## src/verilog/fpqs_pkg.sv

```systemverilog
// Contract
// host waits the command gap after the last received frame before sending.
// status byte 06H means acknowledge; any other value fails the step.
// host times version command status against the version status timeout.
// after version acknowledge host awaits data within short data timeout.
// host reports data frame error when received data frame checksum mismatches.
// target answers 07H on a bad command or data frame checksum.
// target answers 15H on malformed frame or non-status command while busy.
// host times checksum status, then long data frame timeout for data.
// target answers 05H when checksum range is not 1 KB block aligned.
// checksum command carries code plus start and end, high byte first.
// host builds 16-bit checksum from first two data bytes, first high.
// security block and page bytes must be 00H, else target answers 05H.
// host waits data frame gap after security acknowledge before data frame.
// security data is one final two-byte frame: flag OR E8H, then 03H.
// target answers 10H for prohibited setting, 1CH on write failure.
// second status after security data; 1BH on internal verify failure.
// target answers 1AH to the security command on write failure.
// host ends with timeout class when an expected frame never arrives.
// host reports distinct classes A to E and stops at the first end.
package fpqs_pkg;
   localparam logic [7:0] ST_CMD_ERR = 8'h04;
   localparam logic [7:0] ST_PARAM   = 8'h05;
   localparam logic [7:0] ST_ACK     = 8'h06;
   localparam logic [7:0] ST_CSUM    = 8'h07;
   localparam logic [7:0] ST_PROTECT = 8'h10;
   localparam logic [7:0] ST_NACK    = 8'h15;
   localparam logic [7:0] ST_ERWR    = 8'h1A;
   localparam logic [7:0] ST_VERIFY  = 8'h1B;
   localparam logic [7:0] ST_WRITE   = 8'h1C;
   // command codes
   localparam logic [7:0] CMD_STATUS   = 8'h70;
   localparam logic [7:0] CMD_VERSION  = 8'hC5;
   localparam logic [7:0] CMD_CHECKSUM = 8'hB0;
   localparam logic [7:0] CMD_SECURITY = 8'hA0;
   localparam logic [7:0] ZERO_BYTE    = 8'h00;
   localparam int         BLK_BITS     = 10;   // 1 KB block
   localparam int         SUM_BYTES    = 2;
   localparam int         FIFO_DEPTH   = 8;
   localparam int         VER_BYTES    = 6;

   typedef struct packed {
      logic [7:0]      code;
      logic            len_ok;     // length_field consistent
      logic            etx_ok;     // end_of_text_marker present
      logic            csum_ok;
      logic [5:0][7:0] prm;        // prm[5] first byte received
   } fpqs_cmd_t;

   typedef struct packed {
      logic [7:0] security_flag_byte;
      logic [7:0] boot_field_byte;
      logic       csum_ok;
   } fpqs_dat_t;

   typedef struct packed {
      logic       is_status;
      logic       last;
      logic [7:0] data;
   } fpqs_tx_t;

   typedef enum logic [6:0] {
      S_IDLE   = 7'b0000001,
      S_EMIT   = 7'b0000010,
      S_SUMW   = 7'b0000100,
      S_SECDAT = 7'b0001000,
      S_SECWR  = 7'b0010000,
      S_SECRP  = 7'b0100000,
      S_SECVF  = 7'b1000000
   } fpqs_state_t;
endpackage : fpqs_pkg

```

## src/verilog/fpqs_target.sv

```systemverilog
// response queue towards the frame transmitter
module fpqs_fifo #(
   parameter int WIDTH = 10,
   parameter int DEPTH = fpqs_pkg::FIFO_DEPTH
) (
   input  wire logic             mclk,
   input  wire logic             rst,
   input  wire logic             in_valid,
   output logic                  in_ready,
   input  wire logic [WIDTH-1:0] in_data,
   output logic                  out_valid,
   input  wire logic             out_ready,
   output logic      [WIDTH-1:0] out_data
);
   localparam int AW = $clog2(DEPTH);
   logic [WIDTH-1:0] mem_q [DEPTH];
   logic [AW:0]      wp_q, wp_d, rp_q, rp_d;
   logic             full, empty;

   // pointer bookkeeping
   always_comb begin
      full      = (wp_q[AW] != rp_q[AW]) && (wp_q[AW-1:0] == rp_q[AW-1:0]);
      empty     = (wp_q == rp_q);
      in_ready  = !full;
      out_valid = !empty;
      out_data  = mem_q[rp_q[AW-1:0]];
      wp_d      = wp_q + (AW+1)'(in_valid && !full);
      rp_d      = rp_q + (AW+1)'(out_ready && !empty);
   end

   always_ff @(posedge mclk) begin
      if (rst) begin
         wp_q <= '0;
         rp_q <= '0;
      end else begin
         wp_q <= wp_d;
         rp_q <= rp_d;
      end
      if (in_valid && !full) begin
         mem_q[wp_q[AW-1:0]] <= in_data;
      end
   end
endmodule : fpqs_fifo

// boot loader answer sequencer for version, checksum and security commands
module fpqs_target #(
   parameter int                      VER_LEN = fpqs_pkg::VER_BYTES,
   parameter logic [VER_LEN*8-1:0]    VERSION = '0  // arbitrary value
) (
   input  wire logic                  mclk,
   input  wire logic                  rst,
   input  wire logic                  cmd_valid,
   output logic                       cmd_ready,
   input  wire fpqs_pkg::fpqs_cmd_t   cmd,
   input  wire logic                  dat_valid,
   output logic                       dat_ready,
   input  wire fpqs_pkg::fpqs_dat_t   dat,
   output logic                       sum_req,
   output logic [23:0]                sum_start,
   output logic [23:0]                sum_end,
   input  wire logic                  sum_done,
   input  wire logic [15:0]           sum_value,
   input  wire logic                  erase_write_error,
   input  wire logic                  security_prohibited,
   output logic                       sec_wr_req,
   output logic [7:0]                 sec_flag,
   input  wire logic                  sec_wr_done,
   input  wire logic                  sec_wr_fail,
   input  wire logic                  internal_verify_error,
   output logic                       busy,
   output logic                       tx_valid,
   input  wire logic                  tx_ready,
   output fpqs_pkg::fpqs_tx_t         tx
);
   fpqs_pkg::fpqs_state_t state_q, state_d;
   fpqs_pkg::fpqs_tx_t    pword;
   logic [5:0][7:0]       prm_q, prm_d;
   logic [15:0]           sum_q, sum_d;
   logic [3:0]            idx_q, idx_d, len_q, len_d;
   logic                  mode_sum_q, mode_sum_d;
   logic                  wfail_q, wfail_d, vfail_q, vfail_d;
   logic                  sreq_d, wreq_d, push, fifo_rdy;
   logic [7:0]            flag_q, flag_d;
   logic                  acc_cmd, acc_dat, idle, nack_busy, misalign;

   // byte of an outgoing data frame, high byte first
   function automatic logic [7:0] data_byte(input logic sm,
                                            input logic [3:0] i,
                                            input logic [15:0] s);
      if (sm) begin
         data_byte = (i == 4'h0) ? s[15:8] : s[7:0];
      end else begin
         data_byte = VERSION[(VER_LEN-1-int'(i))*8 +: 8];
      end
   endfunction : data_byte

   function automatic fpqs_pkg::fpqs_tx_t status(input logic [7:0] b);
      status = '{is_status: 1'b1, last: 1'b1, data: b};
   endfunction : status

   // handshakes towards the frame receiver stall on a full queue
   always_comb begin
      idle      = (state_q == fpqs_pkg::S_IDLE);
      cmd_ready = fifo_rdy;
      acc_cmd   = cmd_valid && fifo_rdy;
      nack_busy = acc_cmd && !idle && (cmd.code != fpqs_pkg::CMD_STATUS);
      dat_ready = fifo_rdy && !nack_busy &&
                  (state_q == fpqs_pkg::S_SECDAT);
      acc_dat   = dat_valid && dat_ready;
      misalign  = (cmd.prm[5:3] & 24'((1 << fpqs_pkg::BLK_BITS) - 1)) != '0
               || (~cmd.prm[2:0] & 24'((1 << fpqs_pkg::BLK_BITS) - 1))
                  != '0;
   end

   // command sequencing
   always_comb begin
      state_d = state_q;  prm_d = prm_q;  sum_d = sum_q;
      idx_d = idx_q;  len_d = len_q;  mode_sum_d = mode_sum_q;
      wfail_d = wfail_q;  vfail_d = vfail_q;  flag_d = flag_q;
      sreq_d = 1'b0;  wreq_d = 1'b0;  push = 1'b0;  pword = '0;
      if (nack_busy) begin
         // busy reject
         push  = 1'b1;
         pword = status(fpqs_pkg::ST_NACK);
      end else begin
         case (state_q)
            fpqs_pkg::S_IDLE: begin
               if (acc_cmd && cmd.code != fpqs_pkg::CMD_STATUS) begin
                  push = 1'b1;
                  if (!cmd.len_ok || !cmd.etx_ok) begin
                     // malformed frame
                     pword = status(fpqs_pkg::ST_NACK);
                  end else if (!cmd.csum_ok) begin
                     // command checksum
                     pword = status(fpqs_pkg::ST_CSUM);
                  end else begin
                     case (cmd.code)
                        fpqs_pkg::CMD_VERSION: begin
                           // acknowledge first
                           pword = status(fpqs_pkg::ST_ACK);
                           idx_d = '0;
                           len_d = 4'(VER_LEN);
                           mode_sum_d = 1'b0;
                           state_d = fpqs_pkg::S_EMIT;
                        end
                        fpqs_pkg::CMD_CHECKSUM: begin
                           // block alignment
                           if (misalign) begin
                              pword = status(fpqs_pkg::ST_PARAM);
                           end else begin
                              pword = status(fpqs_pkg::ST_ACK);
                              prm_d = cmd.prm;
                              sreq_d = 1'b1;
                              state_d = fpqs_pkg::S_SUMW;
                           end
                        end
                        fpqs_pkg::CMD_SECURITY: begin
                           if (cmd.prm[5] != fpqs_pkg::ZERO_BYTE ||
                               cmd.prm[4] != fpqs_pkg::ZERO_BYTE) begin
                              // block and page zero
                              pword = status(fpqs_pkg::ST_PARAM);
                           end else if (erase_write_error) begin
                              // write failure
                              pword = status(fpqs_pkg::ST_ERWR);
                           end else begin
                              pword = status(fpqs_pkg::ST_ACK);
                              state_d = fpqs_pkg::S_SECDAT;
                           end
                        end
                        default: pword = status(fpqs_pkg::ST_CMD_ERR);
                     endcase
                  end
               end
            end
            fpqs_pkg::S_SUMW: begin
               if (sum_done) begin
                  sum_d = sum_value;
                  idx_d = '0;
                  len_d = 4'(fpqs_pkg::SUM_BYTES);
                  mode_sum_d = 1'b1;
                  state_d = fpqs_pkg::S_EMIT;
               end
            end
            fpqs_pkg::S_EMIT: begin
               if (fifo_rdy) begin
                  push  = 1'b1;
                  pword = '{is_status: 1'b0, last: (idx_q == len_q - 4'h1),
                            data: data_byte(mode_sum_q, idx_q, sum_q)};
                  idx_d = idx_q + 4'h1;
                  if (idx_q == len_q - 4'h1) begin
                     state_d = fpqs_pkg::S_IDLE;
                  end
               end
            end
            fpqs_pkg::S_SECDAT: begin
               if (acc_dat) begin
                  push = 1'b1;
                  state_d = fpqs_pkg::S_IDLE;
                  if (!dat.csum_ok) begin
                     // data checksum
                     pword = status(fpqs_pkg::ST_CSUM);
                  end else if (security_prohibited) begin
                     // prohibited setting
                     pword = status(fpqs_pkg::ST_PROTECT);
                  end else begin
                     push = 1'b0;
                     flag_d = dat.security_flag_byte;
                     wreq_d = 1'b1;
                     state_d = fpqs_pkg::S_SECWR;
                  end
               end
            end
            fpqs_pkg::S_SECWR: begin
               if (sec_wr_done) begin
                  wfail_d = sec_wr_fail;
                  vfail_d = internal_verify_error;
                  state_d = fpqs_pkg::S_SECRP;
               end
            end
            fpqs_pkg::S_SECRP: begin
               if (fifo_rdy) begin
                  // write result
                  push  = 1'b1;
                  pword = status(wfail_q ? fpqs_pkg::ST_WRITE
                                         : fpqs_pkg::ST_ACK);
                  state_d = wfail_q ? fpqs_pkg::S_IDLE : fpqs_pkg::S_SECVF;
               end
            end
            fpqs_pkg::S_SECVF: begin
               if (fifo_rdy) begin
                  // verify status
                  push  = 1'b1;
                  pword = status(vfail_q ? fpqs_pkg::ST_VERIFY
                                         : fpqs_pkg::ST_ACK);
                  state_d = fpqs_pkg::S_IDLE;
               end
            end
            default: state_d = fpqs_pkg::S_IDLE;
         endcase
      end
   end

   // sequencer registers
   always_ff @(posedge mclk) begin
      if (rst) begin
         state_q <= fpqs_pkg::S_IDLE;  prm_q <= '0;  sum_q <= '0;
         idx_q <= '0;  len_q <= '0;  mode_sum_q <= 1'b0;
         wfail_q <= 1'b0;  vfail_q <= 1'b0;  flag_q <= '0;
         sum_req <= 1'b0;  sec_wr_req <= 1'b0;
      end else begin
         state_q <= state_d;  prm_q <= prm_d;  sum_q <= sum_d;
         idx_q <= idx_d;  len_q <= len_d;  mode_sum_q <= mode_sum_d;
         wfail_q <= wfail_d;  vfail_q <= vfail_d;  flag_q <= flag_d;
         sum_req <= sreq_d;  sec_wr_req <= wreq_d;
      end
   end

   assign sum_start = prm_q[5:3];
   assign sum_end   = prm_q[2:0];
   assign sec_flag  = flag_q;
   assign busy      = !idle;

   fpqs_fifo #(
      .WIDTH ($bits(fpqs_pkg::fpqs_tx_t)),
      .DEPTH (fpqs_pkg::FIFO_DEPTH)
   ) u_txq (
      .mclk      (mclk),
      .rst       (rst),
      .in_valid  (push),
      .in_ready  (fifo_rdy),
      .in_data   (pword),
      .out_valid (tx_valid),
      .out_ready (tx_ready),
      .out_data  (tx)
   );
endmodule : fpqs_target

```

## config.mk

```make
export PLATFORM = sky130hd
export DESIGN_NAME = fpqs_target
export DESIGN_NICKNAME = d
export VERILOG_FILES = /design/src/verilog/fpqs_pkg.sv /design/src/verilog/fpqs_target.sv
export SDC_FILE = /design/constraint.sdc
export NUM_CORES = 1
export LEC_CHECK = 0
export ABC_AREA = 0
export BUFFER_PORTS_ARGS = -buffer_cell sky130_fd_sc_hd__buf_4
export CORE_AREA = 2 2 122 124
export DETAILED_ROUTE_END_ITERATION = 12
export DIE_AREA = 0 0 124 126
export PLACE_DENSITY = 0.79
export SYNTH_ARGS = -nofsm -noshare
export SYNTH_HDL_FRONTEND = slang
export SYNTH_SLANG_ARGS = --single-unit
```

## constraint.sdc

```tcl
create_clock -name mclk -period 3.5 [get_ports mclk]
set_clock_uncertainty 0.2 [all_clocks]
set_input_delay 0.525 -clock mclk [delete_from_list [all_inputs] [get_ports mclk]]
set_output_delay 0.525 -clock mclk [all_outputs]
set_load 0.02 [all_outputs]
```

Yosys cells after proc, flatten, opt, wreduce, memory -nomap -nowiden
Memory sizes are Yosys's and may differ from the RTL's. A register that Yosys moved wholly into a read port is not among the register bits.
Index checks and enable logic that the tools add are counted.
W data, S select, Z words.
{ "word_totals": {"register_bits": 100, "ramBits": 80, "inputBits": 103, "out_inout_bits": 72, "word_cells": 171, "memories": 1} }
{ "classes": {"n_addsub": 5, "eq_ne": 30, "shifts": 1, "mux": 68, "bitwise_logic": 12, "n_reduce_logical": 36} }
{ "mem_list": {"columns": ["memory", "words", "width", "rd", "rd_clocked_by_memory_dff", "wr", "line", "source"], "rows": [
  ["u_txq.mem_q", 8, 10, 1, 1, 1, "fpqs_target.sv:16", "logic [WIDTH-1:0] mem_q [DEPTH];"]
]} }
{ "op_table": {"columns": ["operator", "count"], "rows": [
  ["$mux W7", 14],
  ["$mux W10", 7],
  ["$pmux W10 S5", 1],
  ["$pmux W7 S7", 1],
  ["$reduce_bool A24 Y1", 2],
  ["$shiftx A48 B8 Y8 const A", 1],
  ["$mux W4", 11],
  ["$mux W5", 8],
  ["$eq A8 B8 Y1 const B", 3],
  ["$pmux W7 S3", 1],
  ["$ne A2 B2 Y1 const B", 9],
  ["$mux W8", 2],
  ["$reduce_bool A8 Y1", 2],
  ["$mux W1", 15],
  ["$pmux W5 S3", 1],
  ["$reduce_and A15 Y1", 1],
  ["$reduce_and A7 Y1", 2],
  ["$pmux W4 S3", 1],
  ["$not A1 Y1", 11],
  ["$logic_and A1 B1 Y1", 10],
  ["$not A10 Y10", 1],
  ["$mux W9", 1],
  ["$ne A3 B3 Y1 const B", 3],
  ["$add A4 B1 Y4", 2],
  ["32 further kinds", 42]
]} }

Logic depth before layout (Yosys ltp)
{ "logic_depth": {"depth_word": 16, "depth_mapped": 11, "depth_no_buf": 9} }

Cells and area by module
From an unflattened synthesis, not the netlist that was laid out.
{ "unflattened": {"cells_unflattened": 653, "area_unflattened_um2": 7549.7} }
{ "by_module_without_submodules": {"columns": ["mod", "n_inst", "cells_each", "area_per_inst_um2", "seq_area_each_um2"], "rows": [
  ["fpqs_target", 1, 489, 4091.4, 1801.7],
  ["fpqs_fifo", 1, 164, 3458.3, 2562.5]
]} }

Least setup slack after synthesis
OpenSTA, ideal clock, no wires.
{ "synth_path": {"path_type": "register to register", "start": "register state_q[5]", "end": "memory u_txq.mem_q[0][0] (enable)", "setup_ns": 0.390, "arrival_ns": 2.279, "required_time_ns": 2.910, "path_slack_ns": 0.631, "stages_incl_launch_ff": 8, "path_buffers": 1, "period_less_slack_ns": 2.869, "path_cell_list": "dfxtp_1 buf_2 nor2_1 nand4_1 o21a_1 a31oi_1 nand2b_1 nor3_1"} }
{ "synth_between": {"elab_chain_len": 14, "elab_cells_between_ends": 19, "cone_classes": "5 x eq/ne; 5 x mux; 9 x reduce/logical"} }
{ "synth_rtl": {"columns": ["element", "line", "source"], "rows": [
  ["start, declared", "fpqs_target.sv:75", "fpqs_pkg::fpqs_state_t state_q, state_d;"],
  ["start signal, assigned", "fpqs_target.sv:251", "state_q <= state_d; prm_q <= prm_d; sum_q <= sum_d;"],
  ["$eq A7 B1 Y1", "fpqs_target.sv:103, fpqs_target.sv:126", null],
  ["$logic_not A1 Y1", "fpqs_target.sv:106", "nack_busy = acc_cmd && !idle && (cmd.code != fpqs_pkg::CMD_STATUS);"],
  ["$logic_and A1 B1 Y1 (2 in a row)", "fpqs_target.sv:106", null],
  ["$logic_not A1 Y1", "fpqs_target.sv:107", "dat_ready = fifo_rdy && !nack_busy &&"],
  ["$logic_and A1 B1 Y1 (2 in a row)", "fpqs_target.sv:107", null],
  ["$logic_and A1 B1 Y1", "fpqs_target.sv:109", "acc_dat = dat_valid && dat_ready;"],
  ["$mux W1", "fpqs_target.sv:196", "if (acc_dat) begin"],
  ["$pmux W1 S3", "fpqs_target.sv:126", "case (state_q)"],
  ["$mux W1 *", "fpqs_target.sv:121", "if (nack_busy) begin"],
  ["$logic_and A1 B1 Y1 *", "fpqs_target.sv:39", "if (in_valid && !full) begin"],
  ["$mux W1 *", "fpqs_target.sv:39", null],
  ["$mux W1 (implied by the code) *", "fpqs_target.sv:40", "mem_q[wp_q[AW-1:0]] <= in_data;"],
  ["end, declared", "fpqs_target.sv:16", null]
]} }
Every way passes the cells marked *; elsewhere a longest branch is shown, timed or not.

Worst setup path in the final report
{ "layout_path": {"start": "register state_q[2]", "end": "output dat_ready"} }
{ "layout_between": {"elab_chain_len": 7, "elab_cells_between_ends": 8, "cone_classes": "2 x eq/ne; 6 x reduce/logical"} }
{ "layout_rtl": {"columns": ["element", "line", "source"], "rows": [
  ["$eq A7 B1 Y1", "fpqs_target.sv:103", "idle = (state_q == fpqs_pkg::S_IDLE);"],
  ["$logic_not A1 Y1", "fpqs_target.sv:106", null],
  ["$logic_and A1 B1 Y1 (2 in a row)", "fpqs_target.sv:106", null],
  ["$logic_not A1 Y1", "fpqs_target.sv:107", null],
  ["$logic_and A1 B1 Y1", "fpqs_target.sv:107", null],
  ["$logic_and A1 B1 Y1 *", "fpqs_target.sv:107", null],
  ["end, declared", "fpqs_target.sv:56", "output logic dat_ready,"]
]} }
Marked as above.

==> summary.md <==
| Metric | Value |
|---|---|
| Final WL | `18.2 mm` |
| Synth Area in XOR/XNOR | `0.0138` |
| Prevailing post-synth register cell | `dfxtp_1` |
| Leakage | `3.69 nW` |
| Final hold viol count | `0` |
| Pwr/cell area | `478 nW/um^2` |
| Post-CTS setup buffers | `0` |
| Worst R2R Setup Slack | `0.47 ns` |
| Die height | `126 um` |
| Mux contribution to synthesized area | `0.127` |
| List of most frequent post-synthesis cells | `98 x dfxtp_1, 83 x nand2_1, 81 x nor2_1, 80 x edfxtp_1, 42 x a21oi_1` |
| Slew Viols, Final | `0` |
| Worst-margin pin slew | `1.09 ns` |
| Avg Vias per Cell | `5.52` |
| CP endpoint kind | `output pin` |
| Cell Chain, Critical Path | `nor2_1, and4b_1, o21ai_0, nor2_1, buf_4` |
| Syn Inst Count | `663` |
| R2r endpoint | `u_txq.mem_q[3][8]$_DFFE_PP_` |
| Layout cell share with drive strength beyond 1 | `0.311` |
| Nets | `939` |
| Clk slew on worst S/H paths | `0.07 ns` |
| Register area share after synthesis | `0.574` |
| CTS resizes | `0` |
| Peak VDD IR | `0.000305 V` |
| Required time worst endpoint | `2.77 ns` |
| Number of fill cells | `1,073` |
| Fmax | `0.321 GHz` |
| Synth Net Count | `773` |
| Max Cap Viol | `0` |
| Initial antenna violation count | `0` |
| Drt pass-1 iters | `5` |
| Largest cells by area after synthesis | `edfxtp_1 32%, dfxtp_1 26%, mux4_2 5.9%, mux2i_1 4.7%, nand2_1 4.1%` |
| Pin count of the biggest net entering global routing | `91` |
| DRC Markers | `0` |
| H-tree depth | `4` |
| Die width | `124 um` |
| Internal power | `3.55 mW` |
| CTS tree | `built` |
| Drt wl/cell | `17.7 um` |
| Number of buffers inserted by hold repair at cts | `0` |
| CP dominant cell by count | `nor2_1` |
| Grt total ovfl | `0` |
| Net switching power | `1.06 mW` |
| RSZ-0062 raised after global routing | `false` |
| DRT antenna net count | `0` |
| CTS Buffer Depth | `2` |
| Die ar. | `15,600 um^2` |
| CTS Buf Count | `17` |
| Std cell rows | `44` |
| Diode count | `0` |
| Mean Syn Cell Area | `11.5 um^2` |
| Post-synth ARST share | `0` |
| Seq pwr share | `0.479` |
| # IOs | `175` |
| Critical Path Start | `state_q[2]$_SDFFE_PP0P_` |
| Clock share of power | `0.410` |
| Register bit total from synthesis | `178` |
| GRT Total Usage | `0.242` |
| Global placement routability congestion | `0.879` |
| Fin crit share | `0.889` |
| PnR worst setup slack | `0.388 ns` |
| IO Port Bufs | `166` |
| Reg2reg start | `u_txq.wp_q[1]$_SDFF_PP0_` |
| Area leader, netlist | `edfxtp_1` |
| Worst slew margin | `0.270` |
| Largest family of logic cells by synthesized area | `simple AND/OR/NAND/NOR gates` |
| Area delta synth->final | `26.7%` |
| Setup CP Type | `reg -> out` |
| Synth Cell Area | `7600 um^2` |
| Vias in the first global route | `5,799` |
| Post-Synth Adder-Cell Area | `0.0115` |
| Max stage delay cell, worst path | `o21ai_0` |
| Worst-skew pair later-pin latency | `0.43 ns` |
| CP Max Fanout | `9` |
| Final setup violation count | `0` |
| Outcome | `complete, no violations` |
| Clock root buffer | `clkbuf_16` |
| End of the critical path | `dat_ready` |
| Max stage delay on crit path | `0.64 ns` |
| Via count | `5,659` |
| Data arrival, critical path | `2.39 ns` |
| Synth Area in Simple Gates | `0.165` |
| First-pass GRT wire length | `28.8 mm` |
| Final Core Density | `0.673` |
| Startpoint Class | `register` |
| Synth Warn # | `0` |
| Worst slack at placement | `0.298 ns` |
| Comb pwr share | `0.110` |
| Post-synth EDFFs | `80` |
| Iter 0 DRT Violations | `383` |
| Sink Count | `178` |
| Initial Utilization | `0.531` |
| Min cycle time layout | `3.11 ns` |
| Core Area | `14,300 um^2` |
| HPWL after detailed placement | `12.9 mm` |
| Yosys top cell area share | `0.316` |
| Most frequent cell after synthesis | `dfxtp_1` |
| Distinct cells, synth | `65` |
| Setup TNS Final | `0 ns` |
| Sw Ratio | `0.230` |
| Hold WC Path Type | `in -> reg` |
| Compound-gate portion of the synthesized area | `0.0810` |
| Reg2Reg Depth | `7` |
state kept, by name (all words and copies together), names as in the netlist, 2 cells and up:
name and cells:
idx_q 4, sum_q 16, u_txq.mem_q 80, sum_end 24, u_txq.rp_q 4, sec_flag 8, state_q 7, sum_start 24
len_q 2, u_txq.wp_q 4
power groups by stage:
stage	Sequential, mW	Combinational [mW]	Clock, mW
CTS	2.21	0.517	1.91
finish	2.21	0.509	1.89
detailed placement	2.25	0.515	0
floorplan	2.25	0.305	0
global placement	2.25	0.500	0
global route	2.21	0.554	2.00
logic make-up after synthesis:
| family | count (synthesis) |
|---|---|
| multiplexers | 70 |
| adder cells (fa/ha/maj) | 7 |
| AND/OR/NAND/NOR | 259 |
| buffers and inverters | 46 |
| XOR/XNOR | 12 |
| AO/OA/AOI/OAI | 91 |
| flip-flops | 178 |
layout by cell type (no fill, tap or decap), drive strengths merged, types with 3 or more instances in the layout:
cell	synthesis	final
nor2	81	81
o22ai	6	6
a211oi	5	5
mux4	20	20
nor3	12	12
and4b	3	3
clkinv	0	4
xor2	7	7
mux2	14	14
nand3	11	11
nor4	8	8
nand2b	6	6
and3	12	12
nand4	11	11
nor2b	13	13
o21ai	11	11
xnor2	5	5
o21a	3	3
buf	17	182
a21oi	43	43
or3	3	3
and2	3	3
inv	11	16
clkbuf	18	19
mux2i	36	36
edfxtp	80	80
ha	7	7
nand2	83	83
dfxtp	98	98
routing by layer:
layer / global-route usage / vias up / routed length, um
met5: 0 / - / 0
met1: 0.296 / 2692 / 7230
met2: 0.413 / 197 / 9490
met4: 0.0753 / 0 / 258
met3: 0.0702 / 25 / 1220
li1: - / 2745 / -
through the flow:
stage | power [mW] | hold slack (ns) | area (um^2) | cells
after global placement | 2.75 | 0.240 | 9030 | 994
after detailed placement | 2.77 | 0.248 | 9030 | 994
after CTS | 4.64 | 0.120 | 9630 | 1026
final | 4.61 | 0.130 | 9630 | 1026
after global routing | 4.76 | 0.137 | 9630 | 1026
after floorplan | 2.56 | 0.260 | 7600 | 663
critical path, delay by kind of cell, from the launching register on:
family / cells / cell delay [ns]
buffers and inverters: 1 / 0.20
AO/OA/AOI/OAI: 1 / 0.64
flip-flops: 1 / 0.50
AND/OR/NAND/NOR: 3 / 0.62
area by class of cell:
class | count | area [um^2] | share of cell area
Clock buffer | 19 | 443 | 0.0460
Inverter | 11 | 41.3 | 0.00429
Timing Repair Buffer | 182 | 1370 | 0.142
Sequential cell | 178 | 4360 | 0.453
Multi-Input combinational cell | 439 | 3030 | 0.315
Clock inverter | 13 | 150 | 0.0156
Tap cell | 184 | 230 | 0.0239
how the worst min path moves through the flow:
stage | startpoint | end | slack, ns | cells past startpoint
after global routing | cmd[19] | sum_end[19]$_SDFFE_PP0P_ | 0.14 | 3
after CTS | sum_value[4] | sum_q[4]$_SDFFE_PP0P_ | 0.12 | 3
after detailed placement | sum_end[19]$_SDFFE_PP0P_ | sum_end[19]$_SDFFE_PP0P_ | 0.25 | 2
after global placement | sum_end[16]$_SDFFE_PP0P_ | sum_end[16]$_SDFFE_PP0P_ | 0.24 | 2
after floorplan | sum_q[0]$_SDFFE_PP0P_ | sum_q[0]$_SDFFE_PP0P_ | 0.26 | 2
final | sum_value[4] | sum_q[4]$_SDFFE_PP0P_ | 0.13 | 3
No activity file was read; power rests on OpenSTA's default activity.
